### config.mk
export PLATFORM = sky130hd
export DESIGN_NAME = flp_flag_ctrl
export DESIGN_NICKNAME = d
export VERILOG_FILES = /design/src/flp_pkg.sv /design/src/flp_flag_ctrl.sv /design/src/flp_qual.sv /design/src/flp_sync.sv
export VERILOG_INCLUDE_DIRS = /design/src
export SDC_FILE = /design/constraint.sdc
export NUM_CORES = 1
export LEC_CHECK = 0
export BUFFER_PORTS_ARGS = -buffer_cell sky130_fd_sc_hd__buf_2
export CORE_MARGIN = 4
export CORE_UTILIZATION = 60
export CTS_CLUSTER_SIZE = 25
export DETAILED_ROUTE_END_ITERATION = 7
export PLACE_DENSITY = 0.83
export REMOVE_ABC_BUFFERS = 1
export SYNTH_ARGS = -nofsm -noshare
export SYNTH_HDL_FRONTEND = slang
export SYNTH_SLANG_ARGS = --single-unit
### constraint.sdc
create_clock -name clk_sys -period 5.1 [get_ports clk_sys]
set_input_delay 0.51 -clock clk_sys [delete_from_list [all_inputs] [get_ports clk_sys]]
set_output_delay 0.51 -clock clk_sys [all_outputs]
set_load 0.005 [all_outputs]
### src/flp_map.svh
// register map, field positions, reset values and timing counts of the flash
// protection flag block; assumes a 10 MHz system clock
`ifndef FLP_MAP_SVH
`define FLP_MAP_SVH

// register offsets
`define FLP_ADDR_VIN_MON 8'h80
`define FLP_ADDR_FLAGS 8'hD0
`define FLP_ADDR_PROT_CFG 8'hF0

// reset values
`define FLP_VIN_MON_RST 8'hF0
`define FLP_FLAGS_RST 8'h40
`define FLP_PROT_CFG_RST 8'hF0
`define FLP_FLAGS_MASK 8'h7F

// fault_flags bits
`define FLP_FLAG_TIMEOUT 0
`define FLP_FLAG_OVERTEMP 1
`define FLP_FLAG_LED_FAIL 2
`define FLP_FLAG_TX_A 3
`define FLP_FLAG_TX_B 4
`define FLP_FLAG_THERM 5
`define FLP_FLAG_VIN 6

// protection_config bits
`define FLP_CFG_TXB_OFF 0
`define FLP_CFG_THERM_ACT 1
`define FLP_CFG_ALT_TORCH 2
`define FLP_CFG_UV_ACT 3

// input_monitor_control bits
`define FLP_VIN_EN 0
`define FLP_VIN_THR_LO 1
`define FLP_VIN_THR_HI 2

// enable bit pairs {hi, lo}
`define FLP_MODE_IND 2'h1
`define FLP_MODE_TORCH 2'h2
`define FLP_MODE_FLASH 2'h3

// timing
`define FLP_CLK_PERIOD_NS 100
`define FLP_THERM_DEGLITCH_NS 250000
`define FLP_SHORT_QUAL_NS 250000
`define FLP_OPEN_QUAL_NS 2000
`define FLP_CYCLES_MIN(ns) (((ns) + `FLP_CLK_PERIOD_NS - 1) / `FLP_CLK_PERIOD_NS)
`define FLP_THERM_CYC `FLP_CYCLES_MIN(`FLP_THERM_DEGLITCH_NS)
`define FLP_SHORT_CYC `FLP_CYCLES_MIN(`FLP_SHORT_QUAL_NS)
`define FLP_OPEN_CYC `FLP_CYCLES_MIN(`FLP_OPEN_QUAL_NS)

`endif

### src/flp_pkg.sv
// types shared by the flash protection flag block
// assumes nothing of its surroundings
`default_nettype none

package flp_pkg;
    // led drive level, gray along off -> torch -> flash
    typedef enum logic [1:0] {
        DRIVE_OFF = 2'h0,
        DRIVE_TORCH = 2'h1,
        DRIVE_FLASH = 2'h3
    } flp_drive_e;
endpackage

`default_nettype wire

### src/flp_flag_ctrl.sv
// flash led driver protection, mode and fault flag logic with its registers
// assumes register accesses arrive decoded from the serial bus engine as
// one-cycle strobes, and that flash pulse timing lives outside this block
`include "flp_map.svh"
`default_nettype none

module flp_flag_ctrl
    import flp_pkg::*;
(
    // clock, reset, hardware enable
    input wire logic clk_sys,
    input wire logic rst,
    input wire logic hardware_enable_pin,
    // register port
    input wire logic [7:0] reg_addr,
    input wire logic reg_wr_en,
    input wire logic reg_rd_en,
    input wire logic [7:0] reg_wdata,
    output logic [7:0] reg_rdata,
    // fields of the brightness and configuration registers outside
    input wire logic voltage_mode_bit,
    input wire logic mode_enable_hi,
    input wire logic mode_enable_lo,
    input wire logic [1:0] indicator_level,
    input wire logic thermistor_mode_sel,
    input wire logic tx_a_transmit_mode,
    input wire logic tx_b_transmit_mode,
    input wire logic tx_b_active_high,
    // flash sequencer
    input wire logic flash_pulse_active,
    input wire logic flash_trigger,
    input wire logic flash_timeout_expired,
    // transmit pins
    input wire logic transmit_a_input,
    input wire logic transmit_b_input,
    // asynchronous comparator levels
    input wire logic thermistor_trip_raw,
    input wire logic undervoltage_raw,
    input wire logic vin_recovered_raw,
    input wire logic overtemp_raw,
    input wire logic overvoltage_detect,
    input wire logic led_short_raw,
    // led and pin control
    output flp_drive_e led_drive,
    output logic boost_enable,
    output logic indicator_output,
    output logic [1:0] indicator_level_sel,
    output logic thermistor_sense_en,
    output logic voltage_output_en,
    output logic vin_monitor_en,
    output logic [1:0] undervoltage_threshold,
    output logic enable_bits_clear,
    output logic timeout_suppress
);

    ////////////////////////////////////////////////////////////////////////////
    // synchronised comparators and qualifiers

    logic [5:0] cmp_s;
    logic trip_s, uv_s, vin_ok_s, ovt_s, ovp_s, short_s;
    logic trip_q, open_q, short_q;

    flp_sync #(.W(6)) u_sync (
        .clk_sys(clk_sys),
        .rst(rst),
        .async_in({led_short_raw, overvoltage_detect, overtemp_raw, vin_recovered_raw,
            undervoltage_raw, thermistor_trip_raw}),
        .sync_out(cmp_s)
    );

    assign {short_s, ovp_s, ovt_s, vin_ok_s, uv_s, trip_s} = cmp_s;

    flp_qual #(.COUNT(`FLP_THERM_CYC)) u_trip_qual (
        .clk_sys(clk_sys),
        .rst(rst),
        .level_in(trip_s & thermistor_mode_sel),
        .qualified(trip_q)
    );

    flp_qual #(.COUNT(`FLP_SHORT_CYC)) u_short_qual (
        .clk_sys(clk_sys),
        .rst(rst),
        .level_in(short_s),
        .qualified(short_q)
    );

    flp_qual #(.COUNT(`FLP_OPEN_CYC)) u_open_qual (
        .clk_sys(clk_sys),
        .rst(rst),
        .level_in(ovp_s),
        .qualified(open_q)
    );

    ////////////////////////////////////////////////////////////////////////////
    // register decode and storage

    logic hw_off;
    logic sel_vin, sel_flags, sel_cfg;
    logic rd_flags;
    logic [7:0] vin_mon_q, prot_cfg_q, flags_q, flags_d, flag_set;
    logic [7:0] rdata_q, rdata_d;

    assign hw_off = !hardware_enable_pin;
    assign sel_vin = (reg_addr == `FLP_ADDR_VIN_MON);
    assign sel_flags = (reg_addr == `FLP_ADDR_FLAGS);
    assign sel_cfg = (reg_addr == `FLP_ADDR_PROT_CFG);
    assign rd_flags = reg_rd_en & sel_flags;
    assign rdata_d = sel_vin ? vin_mon_q : sel_flags ? (flags_q & `FLP_FLAGS_MASK) :
        sel_cfg ? prot_cfg_q : 8'h00;
    always_ff @(posedge clk_sys or posedge rst) begin
        if (rst) begin
            vin_mon_q <= `FLP_VIN_MON_RST;
            prot_cfg_q <= `FLP_PROT_CFG_RST;
            flags_q <= `FLP_FLAGS_RST;
            rdata_q <= 8'h00;
        end else if (hw_off) begin
            vin_mon_q <= `FLP_VIN_MON_RST;
            prot_cfg_q <= `FLP_PROT_CFG_RST;
            flags_q <= 8'h00;
            rdata_q <= 8'h00;
        end else begin
            if (reg_wr_en && sel_vin)
                vin_mon_q <= reg_wdata;
            if (reg_wr_en && sel_cfg)
                prot_cfg_q <= reg_wdata;
            flags_q <= flags_d;
            if (reg_rd_en)
                rdata_q <= rdata_d;
        end
    end

    assign reg_rdata = rdata_q;

    ////////////////////////////////////////////////////////////////////////////
    // mode decode and event detection

    logic [1:0] mode_en;
    logic led_active, torch_req, mon_en;
    logic therm_act_off, uv_act_off, txb_act_off, alt_torch;
    logic tx_a_q, tx_b_q, trig_q, pulse_q, ovt_q;
    logic tx_a_rise, tx_b_event, txb_asserted, trig_rise, pulse_start, to_hit;

    assign mode_en = {mode_enable_hi, mode_enable_lo};
    assign torch_req = (mode_en == `FLP_MODE_TORCH);
    assign led_active = (led_drive != DRIVE_OFF);
    assign mon_en = vin_mon_q[`FLP_VIN_EN];
    assign therm_act_off = prot_cfg_q[`FLP_CFG_THERM_ACT];
    assign uv_act_off = prot_cfg_q[`FLP_CFG_UV_ACT];
    assign txb_act_off = prot_cfg_q[`FLP_CFG_TXB_OFF];
    assign alt_torch = prot_cfg_q[`FLP_CFG_ALT_TORCH];
    assign tx_a_rise = transmit_a_input & !tx_a_q;
    assign txb_asserted = (transmit_b_input == tx_b_active_high);
    assign tx_b_event = (transmit_b_input != tx_b_q) & txb_asserted;
    assign trig_rise = flash_trigger & !trig_q;
    assign pulse_start = flash_pulse_active & !pulse_q;

    always_ff @(posedge clk_sys or posedge rst) begin
        if (rst) begin
            tx_a_q <= 1'b0;
            tx_b_q <= 1'b0;
            trig_q <= 1'b0;
            pulse_q <= 1'b0;
            ovt_q <= 1'b0;
        end else begin
            tx_a_q <= transmit_a_input;
            tx_b_q <= transmit_b_input;
            trig_q <= flash_trigger;
            pulse_q <= flash_pulse_active;
            ovt_q <= ovt_s;
        end
    end

    ////////////////////////////////////////////////////////////////////////////
    // protection holds: set by the fault, released by a read plus recovery

    logic aet_q, aet_d;
    logic ntc_hold_q, ntc_hold_d, ntc_ack_q, ntc_ack_d;
    logic uv_hold_q, uv_hold_d, uv_ack_q, uv_ack_d;
    logic ntc_set, uv_set;

    assign ntc_set = trip_q & led_active;
    assign uv_set = mon_en & uv_s & led_active;
    assign ntc_ack_d = ntc_hold_q & (ntc_ack_q | rd_flags) & !ntc_set;
    assign ntc_hold_d = ntc_set | (ntc_hold_q & !(ntc_ack_q & !trip_s));
    assign uv_ack_d = uv_hold_q & (uv_ack_q | rd_flags) & !uv_set;
    assign uv_hold_d = uv_set | (uv_hold_q & !(uv_ack_q & vin_ok_s));
    // transmit a high before the trigger: untimed torch until it drops
    assign aet_d = alt_torch & tx_a_transmit_mode & transmit_a_input &
        ((trig_rise & tx_a_q) | aet_q);

    always_ff @(posedge clk_sys or posedge rst) begin
        if (rst) begin
            aet_q <= 1'b0;
            ntc_hold_q <= 1'b0;
            ntc_ack_q <= 1'b0;
            uv_hold_q <= 1'b0;
            uv_ack_q <= 1'b0;
        end else if (hw_off) begin
            aet_q <= 1'b0;
            ntc_hold_q <= 1'b0;
            ntc_ack_q <= 1'b0;
            uv_hold_q <= 1'b0;
            uv_ack_q <= 1'b0;
        end else begin
            aet_q <= aet_d;
            ntc_hold_q <= ntc_hold_d;
            ntc_ack_q <= ntc_ack_d;
            uv_hold_q <= uv_hold_d;
            uv_ack_q <= uv_ack_d;
        end
    end

    ////////////////////////////////////////////////////////////////////////////
    // led drive level

    logic cut_off, reduce;
    flp_drive_e drive_q, drive_d;

    assign cut_off = ovt_s | (ntc_hold_q & therm_act_off) | (uv_hold_q & uv_act_off) |
        (tx_b_transmit_mode & txb_asserted & txb_act_off & flash_pulse_active);
    // transmit a reduces only while a timed flash runs
    assign reduce = ntc_hold_q | uv_hold_q | (tx_a_transmit_mode & transmit_a_input) |
        (tx_b_transmit_mode & txb_asserted);
    assign drive_d = cut_off ? DRIVE_OFF :
        aet_q ? DRIVE_TORCH :
        flash_pulse_active ? (reduce ? DRIVE_TORCH : DRIVE_FLASH) :
        torch_req ? DRIVE_TORCH : DRIVE_OFF;

    always_ff @(posedge clk_sys or posedge rst) begin
        if (rst)
            drive_q <= DRIVE_OFF;
        else if (hw_off)
            drive_q <= DRIVE_OFF;
        else
            drive_q <= drive_d;
    end

    assign led_drive = drive_q;

    ////////////////////////////////////////////////////////////////////////////
    // flag sets

    assign to_hit = flash_timeout_expired & flash_pulse_active & !aet_q;
    always_comb begin
        flag_set = 8'h00;
        flag_set[`FLP_FLAG_TIMEOUT] = to_hit;
        flag_set[`FLP_FLAG_OVERTEMP] = ovt_s & !ovt_q;
        flag_set[`FLP_FLAG_LED_FAIL] = led_active & (open_q | short_q);
        flag_set[`FLP_FLAG_TX_A] = tx_a_transmit_mode & tx_a_rise;
        flag_set[`FLP_FLAG_TX_B] = tx_b_transmit_mode & tx_b_event;
        flag_set[`FLP_FLAG_THERM] = ntc_set;
        flag_set[`FLP_FLAG_VIN] = mon_en & uv_s;
    end

    // next flash clears the timeout flag; a simultaneous expiry still sets it
    logic [7:0] flags_after;
    assign flags_after = flags_q & ~(8'(pulse_start) << `FLP_FLAG_TIMEOUT);
    // set wins over both clears
    assign flags_d = ((flags_after & ~{8{rd_flags}}) | flag_set) & `FLP_FLAGS_MASK;

    ////////////////////////////////////////////////////////////////////////////
    // pin and mode outputs

    logic ind_q, therm_en_q, vout_q, boost_q;

    always_ff @(posedge clk_sys or posedge rst) begin
        if (rst) begin
            ind_q <= 1'b0;
            therm_en_q <= 1'b0;
            vout_q <= 1'b0;
            boost_q <= 1'b0;
        end else begin
            ind_q <= !thermistor_mode_sel & (mode_en == `FLP_MODE_IND) & !ovt_s
                & hardware_enable_pin;
            therm_en_q <= thermistor_mode_sel;
            vout_q <= voltage_mode_bit & !ovt_s & hardware_enable_pin;
            boost_q <= !ovt_s & hardware_enable_pin;
        end
    end

    assign indicator_output = ind_q;
    assign indicator_level_sel = indicator_level;
    assign thermistor_sense_en = therm_en_q;
    assign voltage_output_en = vout_q;
    assign boost_enable = boost_q;
    assign vin_monitor_en = mon_en;
    assign undervoltage_threshold = vin_mon_q[`FLP_VIN_THR_HI:`FLP_VIN_THR_LO];
    assign enable_bits_clear = to_hit;
    assign timeout_suppress = aet_q;

    ////////////////////////////////////////////////////////////////////////////
    // checks

    ind_mode_a:
    assert property (@(posedge clk_sys) disable iff (rst) (!thermistor_mode_sel && mode_en ==
        `FLP_MODE_IND && !ovt_s && hardware_enable_pin) |=> indicator_output)
        else $error("indicator not driven in indicator mode");
    therm_pin_a:
    assert property (@(posedge clk_sys) disable iff (rst) thermistor_mode_sel |=> !indicator_output)
        else $error("indicator driven in thermistor mode");
    trip_off_a:
    assert property (@(posedge clk_sys) disable iff (rst || hw_off)
        (ntc_hold_q && therm_act_off && hardware_enable_pin) |=> led_drive == DRIVE_OFF)
        else $error("thermistor shutdown not applied");
    trip_deglitch_a:
    assert property (@(posedge clk_sys) disable iff (rst) $rose(trip_q) |-> $past(trip_s, 2))
        else $error("trip acted without persistence");
    trip_release_a:
    assert property (@(posedge clk_sys) disable iff (rst || hw_off)
        $fell(ntc_hold_q) |-> $past(ntc_ack_q) && !$past(trip_s))
        else $error("trip released without read and recovery");
    uv_release_a:
    assert property (@(posedge clk_sys) disable iff (rst || hw_off)
        $fell(uv_hold_q) |-> $past(uv_ack_q) && $past(vin_ok_s))
        else $error("undervoltage released early");
    tx_flag_a:
    assert property (@(posedge clk_sys) disable iff (rst || hw_off)
        (tx_a_transmit_mode && tx_a_rise) |=> flags_q[`FLP_FLAG_TX_A])
        else $error("transmit a flag lost");
    ovt_stop_a:
    assert property (@(posedge clk_sys) disable iff (rst) ovt_s |=> !boost_enable &&
        led_drive == DRIVE_OFF && !indicator_output)
        else $error("overtemperature did not stop outputs");
    timeout_flag_a:
    assert property (@(posedge clk_sys) disable iff (rst || hw_off) to_hit |=>
        flags_q[`FLP_FLAG_TIMEOUT] && $past(enable_bits_clear))
        else $error("timeout flag not set");
    fail_clear_a:
    assert property (@(posedge clk_sys) disable iff (rst) $fell(flags_q[`FLP_FLAG_LED_FAIL])
        |-> $past(rd_flags) || $past(hw_off))
        else $error("led fail flag cleared without cause");
    aet_torch_a:
    assert property (@(posedge clk_sys) disable iff (rst || hw_off) (aet_q && !cut_off)
        |=> led_drive == DRIVE_TORCH)
        else $error("alternative torch not driven");

endmodule // flp_flag_ctrl

`default_nettype wire

### src/flp_qual.sv
// qualifier: output rises once the input has stayed high for COUNT cycles
// assumes a synchronous input; output falls the cycle after the input drops
`default_nettype none

module flp_qual #(
    parameter int unsigned COUNT = 20
) (
    // clock and reset
    input wire logic clk_sys,
    input wire logic rst,
    // level in, qualified level out
    input wire logic level_in,
    output logic qualified
);

    localparam int CW = $clog2(COUNT + 1);
    localparam logic [CW-1:0] CNT_MAX = CW'(COUNT);

    logic [CW-1:0] cnt_q;
    logic [CW-1:0] cnt_d;
    logic out_q;

    assign cnt_d = !level_in ? '0 : (cnt_q == CNT_MAX) ? cnt_q : cnt_q + CW'(1);

    always_ff @(posedge clk_sys or posedge rst) begin
        if (rst) begin
            cnt_q <= '0;
            out_q <= 1'b0;
        end else begin
            cnt_q <= cnt_d;
            out_q <= (cnt_d == CNT_MAX);
        end
    end

    assign qualified = out_q;

endmodule // flp_qual

`default_nettype wire

### src/flp_sync.sv
// two-flop synchronisers for a vector of asynchronous comparator levels
// assumes each bit is an independent level
`default_nettype none

module flp_sync #(
    parameter int W = 6
) (
    // clock and reset
    input wire logic clk_sys,
    input wire logic rst,
    // levels
    input wire logic [W-1:0] async_in,
    output logic [W-1:0] sync_out
);

    logic [W-1:0] meta_q;
    logic [W-1:0] sync_q;

    for (genvar i = 0; i < W; i++) begin : g_bit
        always_ff @(posedge clk_sys or posedge rst) begin
            if (rst) begin
                meta_q[i] <= 1'b0;
                sync_q[i] <= 1'b0;
            end else begin
                meta_q[i] <= async_in[i];
                sync_q[i] <= meta_q[i];
            end
        end
    end

    assign sync_out = sync_q;

endmodule // flp_sync

`default_nettype wire
==> out/results.tsv <==
metric	value	unit
outcome	completed	
Final nets	512	
R2R setup slack	2990	ps
Post-DRT Antenna Nets	0	
Avg Inst Size Synth	10.1	um2
Worst setup EP type	flip-flop	
# DRC	0	
vias	3194	
CTS tree	yes	
CP max FO	17	
final setup TNS	0	ps
site row count	30	
CTS Hold Buffers Added	0	
CTS buffer count	9	
leading area contributor after synthesis	dfrtp_1	
clock root cell	clkbuf_8	
Reg clk slew, reported paths	100	ps
Min-Delay Path Class	input pin to asynchronous set/reset pin	
Die Wd	91.6	um
ANT cells	0	
VDD IR-drop max	0.220	mV
drt pass-1 iters	4	
post-CTS sizing	0	
antenna violations before repair	0	
Final setup viols	0	
PortBufs	57	
GR Util met3	3.81	%
crit path DAT	2560	ps
clk_lat worst skew	360	ps
RSZ-0062 raised after global routing	false	
Seq/Total Area, Yosys	54.6	%
I/O Pins	62	
remaining global-route overflow	0	
EDFF count, synth	0	
utilization after layout	69.3	%
Placed Area	4520	um2
pwr dens	278	nW/um2
Routed WL	8530	um
routing usage on met2	35.9	%
Synth async-reset ratio	100	%
GRT Total Usage	21.7	%
Ys Warns	0	
synthesis-stage register bit count	91	
Vias/cell	5.64	
Sink Count	91	
kind of critical path	input pin to flip-flop	
top cell type's share of synthesized area	48.9	%
P_leak	0.00207	uW
Worst Skew	11.4	ps
share of layout cells above drive strength 1	19.8	%
Tmin final	2310	ps
floorplan die height	91.6	um
H-Tree Level Count	3	
fill count	519	
Cells after Synth	414	
number of global-route vias before repair	3147	
CP required	5350	ps
depth of the most critical reg-to-reg path	6	
startpoint types	input pin	
Initial Util	61.7	%
Placer Congestion	0.879	
drt wl/cell	15.1	um
Max-Slew Margin vs Limit	42.7	%
first-pass GRT wire length	14600	um
Global Route met1 Usage	28.5	%
Final Cell Area	4710	um2
Clock Tree Buf Depth	2	
final hold violation count	0	
Max-Cap Viols	0	
Synth-to-Final Area Change	12.3	%
DR iter-0 viols	150	
R2R Path Start	u_trip_qual.cnt_q[1]	
Final period util	45.3	%
worst-case hold slack	242	ps
main flop type after synthesis	dfrtp_1	
# Post-CTS Setup Buffers	0	
Max Clk Rate	0.433	GHz
Total Die Area	8390	um2
GRT busiest layer	met2	
Yosys cell types	53	
FF-to-FF End	u_trip_qual.qualified	
core area	6790	um2
worst slew pin tran	856	ps
Max Slew Vio Count	0	
Post-DP HPWL	6000	um
Cell Area, Synth	4190	um2
Synth area leaders	dfrtp_1 (49%), nand2_1 (5.7%), dfstp_2 (5.6%)	
pin count of the biggest net entering global routing	48	
Pwr Total	1310	uW
logic make-up (layout without fill, tap and decap cells):
| group | count (synthesis) | count (layout) | share of synthesized area [%] |
|---|---|---|---|
| AOI/OAI and AO/OA | 63 | 63 | 10.2 |
| xor gates and xnor gates | 22 | 22 | 4.59 |
| adders and majority gates | 6 | 6 | 1.79 |
| buffers and inverters | 32 | 88 | 3.43 |
| DFF | 91 | 91 | 54.6 |
| muxes | 4 | 4 | 0.955 |
| and+or+nand+nor | 196 | 196 | 24.5 |
area by class of cell:
type	instances	area, um2	area share (%)
inverters	14	53.8	1.14
repair buffers	58	293	6.22
clock inverters	7	70.1	1.49
flip-flops and latches	91	2290	48.6
clock buffers	9	124	2.63
multi-input cells	291	1760	37.4
well taps	96	120	2.55
synth_stat cells, types with 3 or more instances:
| master | number |
|---|---|
| and3_1 | 6 |
| o21ai_0 | 13 |
| inv_1 | 13 |
| a22oi_1 | 4 |
| nand2_1 | 64 |
| nor2b_1 | 9 |
| ha_1 | 6 |
| nor3_1 | 17 |
| nand2b_1 | 4 |
| dfrtp_1 | 82 |
| mux2i_1 | 4 |
| a41oi_1 | 7 |
| nor4_1 | 5 |
| a21boi_0 | 13 |
| nand3_1 | 32 |
| dfstp_2 | 9 |
| nand4_1 | 5 |
| buf_4 | 5 |
| a31oi_1 | 3 |
| nor2_1 | 28 |
| xnor2_1 | 15 |
| buf_2 | 3 |
| a21oi_1 | 11 |
| clkbuf_1 | 9 |
| xor2_1 | 7 |
| nand3b_1 | 3 |
| and2_1 | 7 |
registers in the layout, indices dropped and copies added, names as in the netlist, 2 cells and up:
signal	cells
u_open_qual.cnt_q	5
reg_rdata	8
vin_mon_q	8
u_short_qual.cnt_q	12
prot_cfg_q	8
flags_q	7
u_sync.meta_q	6
led_drive	2
u_trip_qual.cnt_q	12
u_sync.sync_out	6
layout by cell type, fill, tap and decap left out, drive strengths merged, types with 3 or more instances in the layout:
master,netlist,final
dfrtp,82,82
nand2,65,65
buf,8,58
nand3,32,32
nor2,28,28
nor3,19,19
xnor2,15,15
inv,13,15
a21boi,13,13
o21ai,13,13
a21oi,11,11
nor2b,9,9
clkbuf,10,9
dfstp,9,9
and2,7,7
xor2,7,7
a41oi,7,7
and3,6,6
ha,6,6
nor4,6,6
nand4,5,5
clkinv,1,5
nand2b,4,4
mux2i,4,4
a22oi,4,4
nand3b,3,3
a31oi,3,3
worst max-delay path by stage:
| stage | startpoint | endpoint | slack, ps | depth (start not counted) |
|---|---|---|---|---|
| 3_3_place_gp | reg_addr[0] | vin_mon_q[1] | 2550 | 6 |
| 2_1_floorplan | rst | boost_enable | 2240 | 1 |
| 5_1_grt | reg_addr[0] | vin_mon_q[3] | 2690 | 6 |
| 6_report | reg_addr[0] | vin_mon_q[5] | 2790 | 6 |
| 3_5_place_dp | reg_addr[0] | vin_mon_q[5] | 2480 | 6 |
| 4_1_cts | reg_addr[0] | vin_mon_q[5] | 2860 | 6 |
power by group:
group          switching, uW  total [uW]  internal [uW]
clock                    279         469            190
sequential              13.8         753            740
combinational           52.3        86.2           33.9
worst max-delay path, cell delays in order:
cell	delay (ps)
buf_2	90
or4b_4	590
nor4b_4	740
nand2_1	370
nand2_1	160
nand3_1	90
through the flow:
step                setup slack (ps)  std cells
CTS                             2860        566
detailed placement              2480        550
global placement                2550        550
floorplan                       2240        396
global route                    2690        566
finish                          2790        566
routing by layer:
layer  wire length, um  part of all wire [%]
met1              3670                    43
met2              4240                    50
met3               488                   5.7
met4               122                   1.4
met5                 0                     0
Power figures use the tool's default switching activity.
